`src/pkg/gpc_pkg.sv`:
```
// Purpose: Shared constants for the GPIO port pin control block.
// Assumes: One port of 32 pins, four peripheral functions per pin.
// Notes: Write operation codes select plain, set, clear or toggle writes.
package gpc_pkg;
	localparam int NUM_PINS = 32;
	localparam int NUM_FUNCS = 4;
	localparam int SEL_BITS = 2;
	localparam int NUM_REGS = 7;
	// Register selector codes
	localparam logic [2:0] REG_OWNERSHIP = 3'h0;
	localparam logic [2:0] REG_DRIVE_EN = 3'h1;
	localparam logic [2:0] REG_OUT_LEVEL = 3'h2;
	localparam logic [2:0] REG_PULLUP_EN = 3'h3;
	localparam logic [2:0] REG_IRQ_EN = 3'h4;
	localparam logic [2:0] REG_FSEL0 = 3'h5;
	localparam logic [2:0] REG_FSEL1 = 3'h6;
	localparam logic [2:0] REG_PIN_LEVEL = 3'h7;
	// Write operation codes
	localparam logic [1:0] OP_WRITE = 2'h0;
	localparam logic [1:0] OP_SET = 2'h1;
	localparam logic [1:0] OP_CLEAR = 2'h2;
	localparam logic [1:0] OP_TOGGLE = 2'h3;
	// Reset values
	localparam logic [31:0] RST_OWNERSHIP = 32'hFFFFFFFF;
	localparam logic [31:0] RST_DRIVE_EN = 32'h00000000;
	localparam logic [31:0] RST_OUT_LEVEL = 32'h00000000;
	localparam logic [31:0] RST_PULLUP_EN = 32'h00000000;
	localparam logic [31:0] RST_IRQ_EN = 32'h00000000;
	localparam logic [31:0] RST_FSEL = 32'h00000000;
	localparam logic [31:0] RST_PIN_LEVEL = 32'h00000000;
	localparam logic [31:0] ALL_IMPL = 32'hFFFFFFFF;
endpackage : gpc_pkg

```
`src/verilog/gpc_port.sv`:
```
// Purpose: Per-pin control of a 32-pin general-purpose I/O port.
// Assumes: clk is the port bus clock; pins arrive asynchronously.
// Notes: Peripheral pin path is purely combinational, so it works with
// Notes: the clock stopped; registers simply hold while clk is stopped.
`timescale 1ns/1ps

// Summary of operation
// - Control registers form one port, one bit per pin, 32 pins.
// - Most registers accept set, clear and toggle writes besides plain.
// - Pin level register reports the real pin level, whoever drives it.
// - Pin level bit updates only when owned by port or irq enabled.
// - Peripheral-owned pins take output and enable from selected function.
// - Port-owned pin is driven only when its drive-enable bit is one.
// - Port-owned driven pin carries its output level register bit.
// - Function code bit k comes from the k-th function-select register.
// - Selected function reaches the pin only while ownership bit is zero.
// - Peripheral controls pull-up if supported, else pull-up enable bit.
// - Features a peripheral does not control stay with port registers.
// - Port-controlled pull-up on when pull-up enable bit is one, off when zero.
// - Peripheral pin path does not depend on the bus clock.
// - Logic freezes while its clock is stopped and resumes afterwards.
// - Bus clock runs out of reset; only clock manager may stop it.
// - Port keeps operating normally during processor debug halt.
// - Set sets, clear clears, toggle inverts ones; zeros leave bits.
// - Unimplemented bits ignore writes and read as zero.
module gpc_port #(
	parameter logic [31:0] OWN_RESET = gpc_pkg::RST_OWNERSHIP,
	parameter logic [31:0] DRIVE_RESET = gpc_pkg::RST_DRIVE_EN,
	parameter logic [31:0] FSEL0_RESET = gpc_pkg::RST_FSEL,
	parameter logic [31:0] FSEL1_RESET = gpc_pkg::RST_FSEL,
	parameter logic [31:0] IMPL_MASK = gpc_pkg::ALL_IMPL,
	parameter logic [31:0] PERIPH_PULL_MASK = 32'h00000000
) (
	input wire logic clk,
	input wire logic rst,
	input wire logic reg_wr,
	input wire logic [2:0] reg_sel,
	input wire logic [1:0] reg_op,
	input wire logic [31:0] reg_wdata,
	input wire logic [2:0] reg_rsel,
	output logic [31:0] reg_rdata,
	output logic [31:0] pin_level_reg,
	output logic [31:0] pin_irq_enable_reg,
	input wire logic [31:0] port_pin_n_in,
	output logic [31:0] port_pin_n_out,
	output logic [31:0] port_pin_n_oe,
	output logic [31:0] port_pin_n_pullup,
	input wire logic [127:0] periph_out,
	input wire logic [127:0] periph_oe,
	input wire logic [127:0] periph_pull_en,
	input wire logic [127:0] periph_pull_ctl,
	output logic [127:0] periph_in
);
	logic [31:0] regs_ff [gpc_pkg::NUM_REGS];
	logic [31:0] nxt_regs [gpc_pkg::NUM_REGS];
	logic [gpc_pkg::NUM_REGS-1:0] wr_hit;
	logic [31:0] sync1_ff;
	logic [31:0] sync2_ff;
	logic [31:0] nxt_sync1;
	logic [31:0] nxt_sync2;
	logic [31:0] pin_level_ff;
	logic [31:0] nxt_pin_level;
	logic [31:0] level_upd;
	logic [31:0] own;
	logic [31:0] drive_en;
	logic [31:0] out_level;
	logic [31:0] pullup_en;
	logic [31:0] irq_en;
	logic [31:0] fsel_bit0;
	logic [31:0] fsel_bit1;
	logic [31:0] rdata_ff;
	logic [31:0] nxt_rdata;

	function automatic logic [31:0] rst_val(input int idx);
		logic [31:0] val;
		val = 32'h00000000;
		case (idx)
			0: val = OWN_RESET;
			1: val = DRIVE_RESET;
			2: val = gpc_pkg::RST_OUT_LEVEL;
			3: val = gpc_pkg::RST_PULLUP_EN;
			4: val = gpc_pkg::RST_IRQ_EN;
			5: val = FSEL0_RESET;
			6: val = FSEL1_RESET;
			default: val = 32'h00000000;
		endcase
		return val & IMPL_MASK;
	endfunction : rst_val

	// Plain, set, clear or toggle applied to one register word
	function automatic logic [31:0] apply_op(
		input logic [31:0] old,
		input logic [31:0] data,
		input logic [1:0] op
	);
		logic [31:0] res;
		res = old;
		unique case (op)
			gpc_pkg::OP_WRITE: res = data;
			gpc_pkg::OP_SET: res = old | data;
			gpc_pkg::OP_CLEAR: res = old & ~data;
			gpc_pkg::OP_TOGGLE: res = old ^ data;
		endcase
		return res;
	endfunction : apply_op

	// One write strobe per register; select code 7 matches none
	for (genvar r = 0; r < gpc_pkg::NUM_REGS; r++)
	begin : g_hit
		assign wr_hit[r] = reg_wr && reg_sel == 3'(r);
	end

	always_comb
	begin
		for (int r = 0; r < gpc_pkg::NUM_REGS; r++)
		begin
			nxt_regs[r] = regs_ff[r];
			if (wr_hit[r])
			begin
				nxt_regs[r] = apply_op(regs_ff[r], reg_wdata, reg_op);
			end
			nxt_regs[r] = nxt_regs[r] & IMPL_MASK;
		end
	end

	// No halt or debug input: registers run whenever clk runs
	// Holds while clk is stopped and resumes on its return
	always_ff @(posedge clk or posedge rst)
	begin
		if (rst)
		begin
			for (int r = 0; r < gpc_pkg::NUM_REGS; r++)
			begin
				regs_ff[r] <= rst_val(r);
			end
		end
		else
		begin
			for (int r = 0; r < gpc_pkg::NUM_REGS; r++)
			begin
				regs_ff[r] <= nxt_regs[r];
			end
		end
	end

	assign own = regs_ff[gpc_pkg::REG_OWNERSHIP];
	assign drive_en = regs_ff[gpc_pkg::REG_DRIVE_EN];
	assign out_level = regs_ff[gpc_pkg::REG_OUT_LEVEL];
	assign pullup_en = regs_ff[gpc_pkg::REG_PULLUP_EN];
	assign irq_en = regs_ff[gpc_pkg::REG_IRQ_EN];
	assign fsel_bit0 = regs_ff[gpc_pkg::REG_FSEL0];
	assign fsel_bit1 = regs_ff[gpc_pkg::REG_FSEL1];

	// Two-flop synchroniser on the asynchronous pin levels
	always_comb
	begin
		nxt_sync1 = port_pin_n_in;
		nxt_sync2 = sync1_ff;
	end

	always_ff @(posedge clk or posedge rst)
	begin
		if (rst)
		begin
			sync1_ff <= gpc_pkg::RST_PIN_LEVEL;
			sync2_ff <= gpc_pkg::RST_PIN_LEVEL;
		end
		else
		begin
			sync1_ff <= nxt_sync1;
			sync2_ff <= nxt_sync2;
		end
	end

	// Pin level bits update only where they can matter, to save power
	assign level_upd = (own | irq_en) & IMPL_MASK;

	always_comb
	begin
		nxt_pin_level = pin_level_ff;
		for (int p = 0; p < gpc_pkg::NUM_PINS; p++)
		begin
			if (level_upd[p])
			begin
				nxt_pin_level[p] = sync2_ff[p];
			end
		end
		nxt_pin_level = nxt_pin_level & IMPL_MASK;
	end

	always_ff @(posedge clk or posedge rst)
	begin
		if (rst)
		begin
			pin_level_ff <= gpc_pkg::RST_PIN_LEVEL;
		end
		else
		begin
			pin_level_ff <= nxt_pin_level;
		end
	end

	// Read-back multiplexer, registered
	always_comb
	begin
		nxt_rdata = 32'h00000000;
		unique case (reg_rsel)
			gpc_pkg::REG_OWNERSHIP: nxt_rdata = own;
			gpc_pkg::REG_DRIVE_EN: nxt_rdata = drive_en;
			gpc_pkg::REG_OUT_LEVEL: nxt_rdata = out_level;
			gpc_pkg::REG_PULLUP_EN: nxt_rdata = pullup_en;
			gpc_pkg::REG_IRQ_EN: nxt_rdata = irq_en;
			gpc_pkg::REG_FSEL0: nxt_rdata = fsel_bit0;
			gpc_pkg::REG_FSEL1: nxt_rdata = fsel_bit1;
			gpc_pkg::REG_PIN_LEVEL: nxt_rdata = pin_level_ff;
		endcase
		nxt_rdata = nxt_rdata & IMPL_MASK;
	end

	// Clock runs from reset; no logic here gates or stops it
	always_ff @(posedge clk or posedge rst)
	begin
		if (rst)
		begin
			rdata_ff <= 32'h00000000;
		end
		else
		begin
			rdata_ff <= nxt_rdata;
		end
	end

	assign reg_rdata = rdata_ff;
	assign pin_level_reg = pin_level_ff;
	assign pin_irq_enable_reg = irq_en;

	// Per-pin path is combinational so it keeps working with clk stopped
	for (genvar p = 0; p < gpc_pkg::NUM_PINS; p++)
	begin : g_pin
		localparam int base_idx = p * gpc_pkg::NUM_FUNCS;
		logic [gpc_pkg::SEL_BITS-1:0] fsel;
		logic sel_out;
		logic sel_oe;
		logic sel_pull_en;
		logic sel_pull_ctl;
		logic pull_by_periph;
		assign fsel = {fsel_bit1[p], fsel_bit0[p]};
		assign sel_out = periph_out[base_idx + 32'(fsel)];
		assign sel_oe = periph_oe[base_idx + 32'(fsel)];
		assign sel_pull_en = periph_pull_en[base_idx + 32'(fsel)];
		assign sel_pull_ctl = periph_pull_ctl[base_idx + 32'(fsel)];
		assign pull_by_periph = !own[p] && PERIPH_PULL_MASK[p] && sel_pull_ctl;

		always_comb
		begin
			if (!IMPL_MASK[p])
			begin
				port_pin_n_out[p] = 1'b0;
				port_pin_n_oe[p] = 1'b0;
			end
			else if (own[p])
			begin
				port_pin_n_oe[p] = drive_en[p];
				port_pin_n_out[p] = out_level[p];
			end
			else
			begin
				// Clock-free selected function path
				port_pin_n_oe[p] = sel_oe;
				port_pin_n_out[p] = sel_out;
			end
		end

		always_comb
		begin
			if (!IMPL_MASK[p])
			begin
				port_pin_n_pullup[p] = 1'b0;
			end
			else if (pull_by_periph)
			begin
				port_pin_n_pullup[p] = sel_pull_en;
			end
			else
			begin
				port_pin_n_pullup[p] = pullup_en[p];
			end
		end

		for (genvar f = 0; f < gpc_pkg::NUM_FUNCS; f++)
		begin : g_fn
			// Pin input reaches only the selected function
			assign periph_in[base_idx + f] = !own[p]
				&& fsel == 2'(f) && port_pin_n_in[p];
		end
	end
endmodule : gpc_port

```
`config.mk`:
```
export PLATFORM = sky130hd
export DESIGN_NAME = gpc_port
export DESIGN_NICKNAME = d
export VERILOG_FILES = /design/src/pkg/gpc_pkg.sv /design/src/verilog/gpc_port.sv
export SDC_FILE = /design/constraint.sdc
export NUM_CORES = 1
export LEC_CHECK = 0
export ABC_AREA = 1
export BUFFER_PORTS_ARGS = -buffer_cell sky130_fd_sc_hd__buf_2
export CAP_MARGIN = 25
export CORE_UTILIZATION = 25
export CTS_BUF_LIST = sky130_fd_sc_hd__clkbuf_8
export CTS_CLUSTER_SIZE = 30
export DETAILED_ROUTE_END_ITERATION = 12
export PLACE_DENSITY = 0.46
export SETUP_SLACK_MARGIN = 0.05
export SLEW_MARGIN = 10
export SYNTH_ARGS = -nofsm -noshare
export SYNTH_HDL_FRONTEND = slang
export SYNTH_SLANG_ARGS = --single-unit
```
`constraint.sdc`:
```
create_clock -name clk -period 10.3 [get_ports clk]
set_clock_uncertainty 0.05 [all_clocks]
set_input_delay 1.03 -clock clk [delete_from_list [all_inputs] [get_ports clk]]
set_output_delay 1.03 -clock clk [all_outputs]
set_load 0.01 [all_outputs]
```
==> results of run 1 <==
==> where the power goes <==
part	total, uW	switching, uW	internal, uW
logic	2070	1310	766
registers	2150	470	1680
clock network	1590	753	840
==> logic make-up after synthesis <==
family,count (synthesis),share of synthesized area [%]
fa+ha+maj,448,18.4
simple gates,3068,42.2
buf+inv,755,9.79
flops,352,29.0
compound gates,32,0.526
==> placed cells by master (no fill, tap or decap) <==
master and instances:
bufinv_16 1, nand3_1 496, nand2_1 1419, inv_1 527, inv_8 1, nor3_1 108, nand4_1 224, inv_4 2
clkinvlp_4 3, buf_12 5, dfrtp_1 320, nand3_4 1, nor2_4 11, buf_4 32, inv_2 3, ha_1 448
nor2_1 808, clkbuf_8 93, clkinv_2 7, o21ai_0 32, diode_2 11, buf_6 2, dfstp_2 32, nor3_4 1
buf_2 647, inv_6 2, clkinv_1 12
==> metrics by stage <==
| step | hold slack [ps] | worst slack [ps] | util (%) | std cells |
|---|---|---|---|---|
| after floorplan | 281 | 4530 | - | 4655 |
| after global placement | 282 | 6330 | 29.1 | 6705 |
| after detailed placement | 285 | 6310 | 29.1 | 6706 |
| after CTS | 276 | 6860 | 30.4 | 6847 |
| after global routing | 304 | 6870 | 30.4 | 6854 |
| final | 286 | 7000 | 30.4 | 6860 |
==> path summary, 6_finish.rpt <==
| kind | from | to | slack (ps) | depth (start not counted) |
|---|---|---|---|---|
| min in group asynchronous | rst | sync2_ff[29]$_DFF_PP0_ | 460 | 2 |
| max in group asynchronous | rst | pin_level_reg[12]$_DFFE_PP0P_ | 7470 | 4 |
| setup reg to reg | fsel_bit1[26]$_DFFE_PP0P_ | fsel_bit1[26]$_DFFE_PP0P_ | 8650 | 6 |
| hold / removal | nxt_sync2[29]$_DFF_PP0_ | sync2_ff[29]$_DFF_PP0_ | 290 | 0 |
| hold reg to reg | nxt_sync2[29]$_DFF_PP0_ | sync2_ff[29]$_DFF_PP0_ | 290 | 0 |
| setup / recovery | fsel_bit0[0]$_DFFE_PP0P_ | periph_in[1] | 7000 | 3 |
==> layout make-up <==
class	count	share of cell area [%]
Antenna cell	11	0.0751
Clock buffer	93	3.49
Clock inverter	48	0.635
Inverter	510	5.27
Multi-Input combinational cell	3548	51.0
Sequential cell	352	24.1
Tap cell	1612	5.50
Timing Repair Buffer	686	9.83
==> layer usage <==
metal / share of wire [%] / up-vias / global-route usage (%)
li1: - / 15700 / -
met1: 45 / 14800 / 24.7
met2: 44 / 844 / 30.2
met3: 7.8 / 178 / 4.90
met4: 2.3 / 10 / 5.69
met5: 0.053 / - / 0
==> results.yml, run 1 <==
status:
  run_status: "finished clean"
logic_synthesis:
  syn-num-nets: 5690
  yosys_most_used_dff: "dfrtp_1"
  synth_warnings: 0
  synth_edf_count: 0
  ys_seq_area_share_pct: 29.0
  synth.largest_area_cell: "dfrtp_1"
  syn_area_sq_um: 30500
  syn_avg_cell_area_sq_um: 6.55
  ys_ff_latch: 352
  synth_top_area_share_pct: 26.3
  synthCells: 4655
  synth.distinct_cells: 19
  synth_common_cells: "nand2_1 (1419), nor2_1 (810), nand3_1 (497)"
  synth.most_common_cell: "nand2_1"
  async_flop_share_pct: 100
  synth.area.top_cells: "dfrtp_1 (26%), ha_1 (18%), nand2_1 (17%), nor2_1 (10%), nand3_1 (8.2%)"
place:
  hpwlAfterDp_um: 79000
  post_dp_cell_area_sq_um: 35100
  gp_congestion: 0.793
  port_buffers: 650
power:
  irDropWorstVdd_mv: 0.0840
  power_density_nw_per_um2: 159
  p_leak_uw: 0.0195
  power.total_uw: 5820
clock_tree:
  cts_made_buffers: 77
  cts_resized: 0
  root_buffer: "clkbuf_8"
  cts_tree: "yes"
  numClockSinks: 352
  clock_latency_ps: 710
  cts.path.max_buffers: 3
  cts.reportedPaths.clkPinSlew_ps: 60
  postCtsSetupBuffers: 0
  cts_max_level: 3
  cts_hold_buf: 0
sta:
  setup_tns_ps: 0
  final_max_slew_viol_count: 0
  hold_violations: 0
  fin_crit_sh_pct: 32.1
  relSlewSlack_pct: 33.0
  setup_viol: 0
  max_freq_mhz: 303
  min_period_ps: 3300
  rsz0062_at_grt: "false"
  max_slew.worst_pin.slew_ps: 1000
worst_setup_path:
  cp_top_family: "flip-flops"
  worstSetupPathType: "flip-flop to output port"
  end_kind: "output port"
  cpPeakStageDelay_ps: 590
  critPathMaxFanout: 10
  critPathArrivalTime_ps: 2220
  required_ps: 9220
  cp_num_buf_inv: 2
  cp-start-kind: "flip-flop"
  crit_chain: "inv_1 > nor3_1 > buf_2"
  crit_slowest_cell: "dfrtp_1"
global_routing:
  grt_pass1_wl_um: 179000
  overflow: 0
  grt_pass1_vias: 29400
  grt_usage_pct: 18.9
  grt_max_degree: 156
  antenna_found_initial: 21
job:
  drv_cap: 0
die:
  num_rows: 127
  start_util_pct: 25.3
  ioPinCount: 907
  die_y_um: 351
  core_sq_um: 120000
  fp.dieW_um: 351
  die_area_sq_um: 123000
routing:
  wire_per_inst_um: 17.4
  drt_iter0_drc: 1811
  drc: 0
  drt_wl_total_um: 119000
  vias: 31500
  viasPerCell: 4.60
  ant_nets: 0
  first_pass_iters: 5
hold_path:
  hold_path.class: "flip-flop to flip-flop"
layout:
  layout-drive-gt1-share_pct: 16.1
  multiInputGateArea_sq_um: 18700
  synthToLayoutAreaGrowth_pct: 20.3
  register_area_sq_um: 8850
  final.fill_count: 13500
  fin_area_sq_um: 36600
  nNetsFinal: 6210
Note: power is estimated with default switching activity, not from simulation.
==> run 2: changes to the inputs <==
Settings changed: ABC_AREA 1 to 0, CORE_AREA from default to 2 2 348 350, CORE_UTILIZATION 25 to default, DIE_AREA from default to 0 0 350 352, PLACE_DENSITY 0.46 to 0.45.
Clock period 10.3 ns to 3.15 ns, I/O delays scaled along.
==> run 2 against run 1 <==
  * Sequential power grew to 3.3 times the previous value
  * Clock power increased to 3.5 times the previous value
  * Non-clock buffer count grew 91
  * Worst setup slack worse by 6600 ps
  * Register-to-register slack worse by 7300 ps
  * Global-route usage decreased by 1.4 points
  * Wire length down 8.0%
  * Largest cell class unchanged
  * Count of clock-buffer cells in the layout grew 7
  * First-iteration DRC count is 17% lower
  * Largest power group is now combinational cells
  * Design area about the same
  * Critical endpoint is now port_pin_n_oe[26]
==> results.yml, run 2 <==
logic_synthesis:
  synth.most_common_cell: "ha_1"
  synth_top_area_share_pct: 27.0
  ys_ff_latch: 352
  syn_area_sq_um: 29700
  yosys_most_used_dff: "dfrtp_1"
  synth.area.top_cells: "dfrtp_1 (27%), ha_1 (19%), a211oi_1 (7.4%), a21oi_1 (6.3%), mux4_2 (5.2%)"
  synth.distinct_cells: 42
  synth_common_cells: "ha_1 (448), a21oi_1 (372), nor2_1 (321)"
  syn-num-nets: 4224
  synth_edf_count: 0
  async_flop_share_pct: 100
  syn_avg_cell_area_sq_um: 9.31
  ys_seq_area_share_pct: 29.8
  synth.largest_area_cell: "dfrtp_1"
  synthCells: 3189
  synth_warnings: 0
hold_path:
  min_path_cells: 5
  min_from: "reg_wdata[13]"
  hold_path.class: "input pin to flip-flop"
  hold_end: "drive_en[13]$_DFFE_PP0P_"
place:
  hpwlAfterDp_um: 78700
  gp_congestion: 0.762
  port_buffers: 650
worst_setup_path:
  r2r_start: "own[18]$_DFFE_PP1P_"
  worstSetupPathType: "flip-flop to output port"
  critPathMaxFanout: 8
  rrSetupSlack_ps: 1330
  cp-start-kind: "flip-flop"
  r2r-end: "own[18]$_DFFE_PP1P_"
  ff2ff_path_depth: 5
  required_ps: 2780
  end_kind: "output port"
  critPathArrivalTime_ps: 2380
sta:
  max_freq_mhz: 364
  setup_viol: 0
  timing.hold.ws_ps: 103
  final_max_slew_viol_count: 0
  relSlewSlack_pct: 38.1
  rsz0062_at_grt: "false"
  hold_violations: 0
  min_period_ps: 2750
  max_slew.worst_pin.slew_ps: 924
  setup_tns_ps: 0
  fin_crit_sh_pct: 87.3
clock_tree:
  cts_resized: 0
  root_buffer: "clkbuf_8"
  cts_max_level: 3
  numClockSinks: 352
  cts.path.max_buffers: 3
  cts_made_buffers: 77
  clock_latency_ps: 710
  cts.reportedPaths.clkPinSlew_ps: 60
  cts_tree: "yes"
routing:
  drt_iter0_drc: 1503
  vias: 26300
  drt_wl_total_um: 110000
  viasPerCell: 4.81
  wire_per_inst_um: 20.1
  ant_nets: 0
  first_pass_iters: 5
  drc: 0
layout:
  final_util_pct: 30.7
  synthToLayoutAreaGrowth_pct: 23.4
  layout-drive-gt1-share_pct: 28.6
  nNetsFinal: 4810
  layout_commonest_cell: "buf_2"
  final_cell_mix: "buf_2 (645), ha_1 (448), a21oi_1 (372)"
die:
  start_util_pct: 24.9
  num_rows: 127
  ioPinCount: 907
  fp.dieW_um: 350
  die_area_sq_um: 123000
  core_sq_um: 119000
  die_y_um: 352
power:
  p_leak_uw: 0.0181
  power.total_uw: 20100
  irDropWorstVdd_mv: 0.323
  power_density_nw_per_um2: 549
status:
  run_status: "finished clean"
global_routing:
  overflow: 0
  grt_usage_pct: 17.5
  grt_pass1_wl_um: 165000
  grt_pass1_vias: 25700
  grt_max_degree: 94
  antenna_found_initial: 11
job:
  drv_cap: 0
## run 2: critical path, stage by stage, from the launching register on
cell and delay, ps:
dfrtp_1 510, mux4_2 560, nand2_1 80, o21ai_0 280, buf_2 260
## run 2: how the worst max path moves through the flow
stage / startpoint / endpoint / slack, ps / cells past startpoint
3_3_place_gp: reg_rsel[0] / reg_rdata[2]$_DFF_PP0_ / 760 / 4
3_5_place_dp: reg_rsel[0] / reg_rdata[2]$_DFF_PP0_ / 810 / 4
5_1_grt: fsel_bit0[26]$_DFFE_PP0P_ / port_pin_n_oe[26] / 240 / 4
4_1_cts: fsel_bit0[30]$_DFFE_PP0P_ / port_pin_n_out[30] / 260 / 4
2_1_floorplan: rst / drive_en[0]$_DFFE_PP0P_ / -1900 / 1
6_report: fsel_bit0[26]$_DFFE_PP0P_ / port_pin_n_oe[26] / 400 / 4
## run 2: final cells by class
type	count	area (sq um)
diodes	4	10.0
clock buffers	100	1380
clock inverters	44	293
fillers	12700	82700
inverters	259	976
multi-input cells	2308	18500
flip-flops and latches	352	8850
well taps	1612	2020
repair buffers	777	4550
## run 2: what timing repair did
item / CTS / global route
buffers inserted: 0 / 0
hold endpoints to repair: 74 / 0
hold buffers: 39 / 0
## run 2: cells by family after synthesis
logic type | Yosys count | share of synthesized area, %
compound gates | 945 | 20.1
flops | 352 | 29.8
buf+inv | 529 | 7.84
fa+ha+maj | 448 | 18.9
simple gates | 663 | 11.4
mux | 252 | 12.0
## run 2: per-layer routing
| metal | part of all wire, % | vias to the layer above | GRT usage, % |
|---|---|---|---|
| met3 | 6.9 | 128 | 4.22 |
| met5 | 0.048 | - | 0 |
| met1 | 46 | 12700 | 23.4 |
| met4 | 2.1 | 8 | 4.80 |
| met2 | 45 | 747 | 28.0 |
| li1 | - | 12700 | - |
## run 2: metrics by stage
| stage | cells | cell area (sq um) | worst slack [ps] |
|---|---|---|---|
| 2_1_floorplan | 3189 | 29700 | -1900 |
| 3_3_place_gp | 5269 | 34500 | 759 |
| 3_5_place_dp | 5269 | 34500 | 808 |
| 4_1_cts | 5452 | 36600 | 256 |
| 5_1_grt | 5454 | 36600 | 240 |
| 6_report | 5456 | 36600 | 400 |
## run 2: report_power, final
part           internal (uW)  switching [uW]  leakage (uW)  total [uW]
clock network           3160            2400      0.000964        5570
logic                   3310            4040        0.0129        7340
registers               5610            1570       0.00419        7180
==> run 3: changes to the inputs <==
Settings changed: CELL_PAD_IN_SITES_DETAIL_PLACEMENT from default to 0, CELL_PAD_IN_SITES_GLOBAL_PLACEMENT from default to 1, PLACE_DENSITY 0.45 to 0.56.
==> run 3 against run 2 <==
  * Via count up 0.36%
  * Cell count about the same
  * Count of clock-buffer cells in the layout unchanged
  * Design area about the same
  * Worst hold slack worse by 12 ps
  * Non-clock buffer count up 3
  * Clock power down 3%
  * Wire length up 3.0%
  * Power down 0.57%
  * Flip-flop and latch count unchanged
  * Worst setup slack worse by 50 ps
  * Critical path type unchanged
==> results.yml, run 3 (same netlist as run 2, synthesis figures left out) <==
place:
  post_dp_cell_area_sq_um: 34600
  port_buffers: 650
  dp_cells: 5272
  gp_congestion: 0.776
  hpwlAfterDp_um: 80900
layout:
  register_area_sq_um: 8850
  fin_area_sq_um: 36600
  multiInputGateArea_sq_um: 18500
  synthToLayoutAreaGrowth_pct: 23.5
  final.fill_count: 12700
  layout_commonest_cell: "buf_2"
  layout-drive-gt1-share_pct: 28.9
  final_util_pct: 30.7
  final_cell_mix: "buf_2 (645), ha_1 (448), a21oi_1 (372)"
  nNetsFinal: 4814
  stdcell_count: 5461
routing:
  drc: 0
  vias: 26300
  ant_nets: 0
  wire_per_inst_um: 20.7
  first_pass_iters: 5
  drt_iter0_drc: 1332
  viasPerCell: 4.82
  drt_wl_total_um: 113000
sta:
  setup_viol: 0
  rsz0062_at_grt: "false"
  min_period_ps: 2800
  timing.hold.ws_ps: 90.8
  max_freq_mhz: 357
  fin_crit_sh_pct: 88.9
  max_slew.worst_pin.slew_ps: 914
  final_max_slew_viol_count: 0
  relSlewSlack_pct: 39.0
  setup_tns_ps: 0
  hold_violations: 0
clock_tree:
  cts_max_level: 3
  cts_made_buffers: 78
  root_buffer: "clkbuf_8"
  cts_tree: "yes"
  clock_latency_ps: 700
  cts.path.max_buffers: 3
  cts_resized: 0
  numClockSinks: 352
  cts.reportedPaths.clkPinSlew_ps: 60
power:
  switchingPower_uw: 8100
  p_leak_uw: 0.0181
  p_int_uw: 11900
  pwr-share-comb_pct: 37.0
  power_density_nw_per_um2: 545
  pwr-share-clk_pct: 27.0
  switching_share_pct: 40.6
  seq_power_share_pct: 36.0
  irDropWorstVdd_mv: 0.266
worst_setup_path:
  required_ps: 2780
  cp_num_buf_inv: 1
  cpPeakStageDelay_ps: 670
  crit_slowest_cell: "dfrtp_1"
  cp_top_family: "flip-flops"
  critPathArrivalTime_ps: 2430
  crit_chain: "mux4_2 > nand2_1 > o21ai_0 > buf_2"
  critPathMaxFanout: 8
  end_kind: "output port"
  cp-start-kind: "flip-flop"
  worstSetupPathType: "flip-flop to output port"
die:
  ioPinCount: 907
  start_util_pct: 24.9
  fp.dieW_um: 350
  num_rows: 127
  die_y_um: 352
  die_area_sq_um: 123000
  core_sq_um: 119000
global_routing:
  grt_usage_pct: 17.9
  grt_max_degree: 83
  antenna_found_initial: 16
  grt_pass1_wl_um: 168000
  overflow: 0
  grt_pass1_vias: 25600
job:
  drv_cap: 0
hold_path:
  hold_path.class: "input pin to flip-flop"
status:
  run_status: "finished clean"
-- run 3: cell count changes in the layout (fill, tap and decap cells not counted), sizes merged --
cell | before | now
clkinv | 2 | 12
diode | 4 | 5
bufinv | 4 | 1
inv | 292 | 286
buf | 738 | 741
-- run 3: per-layer routing --
| metal | up-vias | part of all wire [%] | track usage (%) |
|---|---|---|---|
| li1 | 12700 | - | - |
| met1 | 12900 | 47 | 24.5 |
| met2 | 689 | 45 | 28.4 |
| met3 | 123 | 6.5 | 4.51 |
| met4 | 18 | 1.8 | 3.83 |
| met5 | - | 0.10 | 0 |
-- run 3: per-stage QoR --
stage               setup slack (ps)  power [uW]
floorplan                      -1900       11600
global placement                 789       14600
detailed placement               784       14700
CTS                              237       20300
global route                     199       21600
finish                           351       20000
-- run 3: final timing paths --
check | cells after the start | slack [ps] | endpoint | startpoint
min in group asynchronous | 3 | 220 | pin_level_reg[20]$_DFFE_PP0P_ | rst
min reg2reg | 0 | 280 | sync2_ff[21]$_DFF_PP0_ | nxt_sync2[21]$_DFF_PP0_
min | 5 | 90 | own[2]$_DFFE_PP1P_ | reg_wdata[2]
max reg2reg | 6 | 1320 | fsel_bit1[25]$_DFFE_PP0P_ | fsel_bit1[25]$_DFFE_PP0P_
max in group asynchronous | 5 | 1850 | own[5]$_DFFE_PP1P_ | rst
max | 4 | 350 | port_pin_n_out[25] | fsel_bit0[25]$_DFFE_PP0P_
-- run 3: cell type report --
class	count	area share, %
multi-input cells	2308	50.6
flip-flops and latches	352	24.2
repair buffers	780	12.6
well taps	1612	5.50
clock buffers	100	3.76
inverters	259	2.66
clock inverters	45	0.680
diodes	5	0.0341
-- run 3: timing repair --
action | CTS | global route
endpoints found under the setup margin | 0 | 0
hold buffers | 39 | 0
buffers inserted | 0 | 0
endpoints found under the hold margin | 53 | 0
-- run 3: worst min-delay path: stages --
cell and delay (ps):
buf_2 110, nor2_1 150, nor3_1 80, a21oi_1 110, a21oi_1 70
-- run 3: power by group through the flow --
stage	sequential [uW]	combinational [uW]	clock, uW
after floorplan	6650	4910	0
final	7190	7390	5390
after CTS	7210	7500	5640
after global routing	7410	8370	5830
after global placement	7270	7330	0
after detailed placement	7280	7420	0
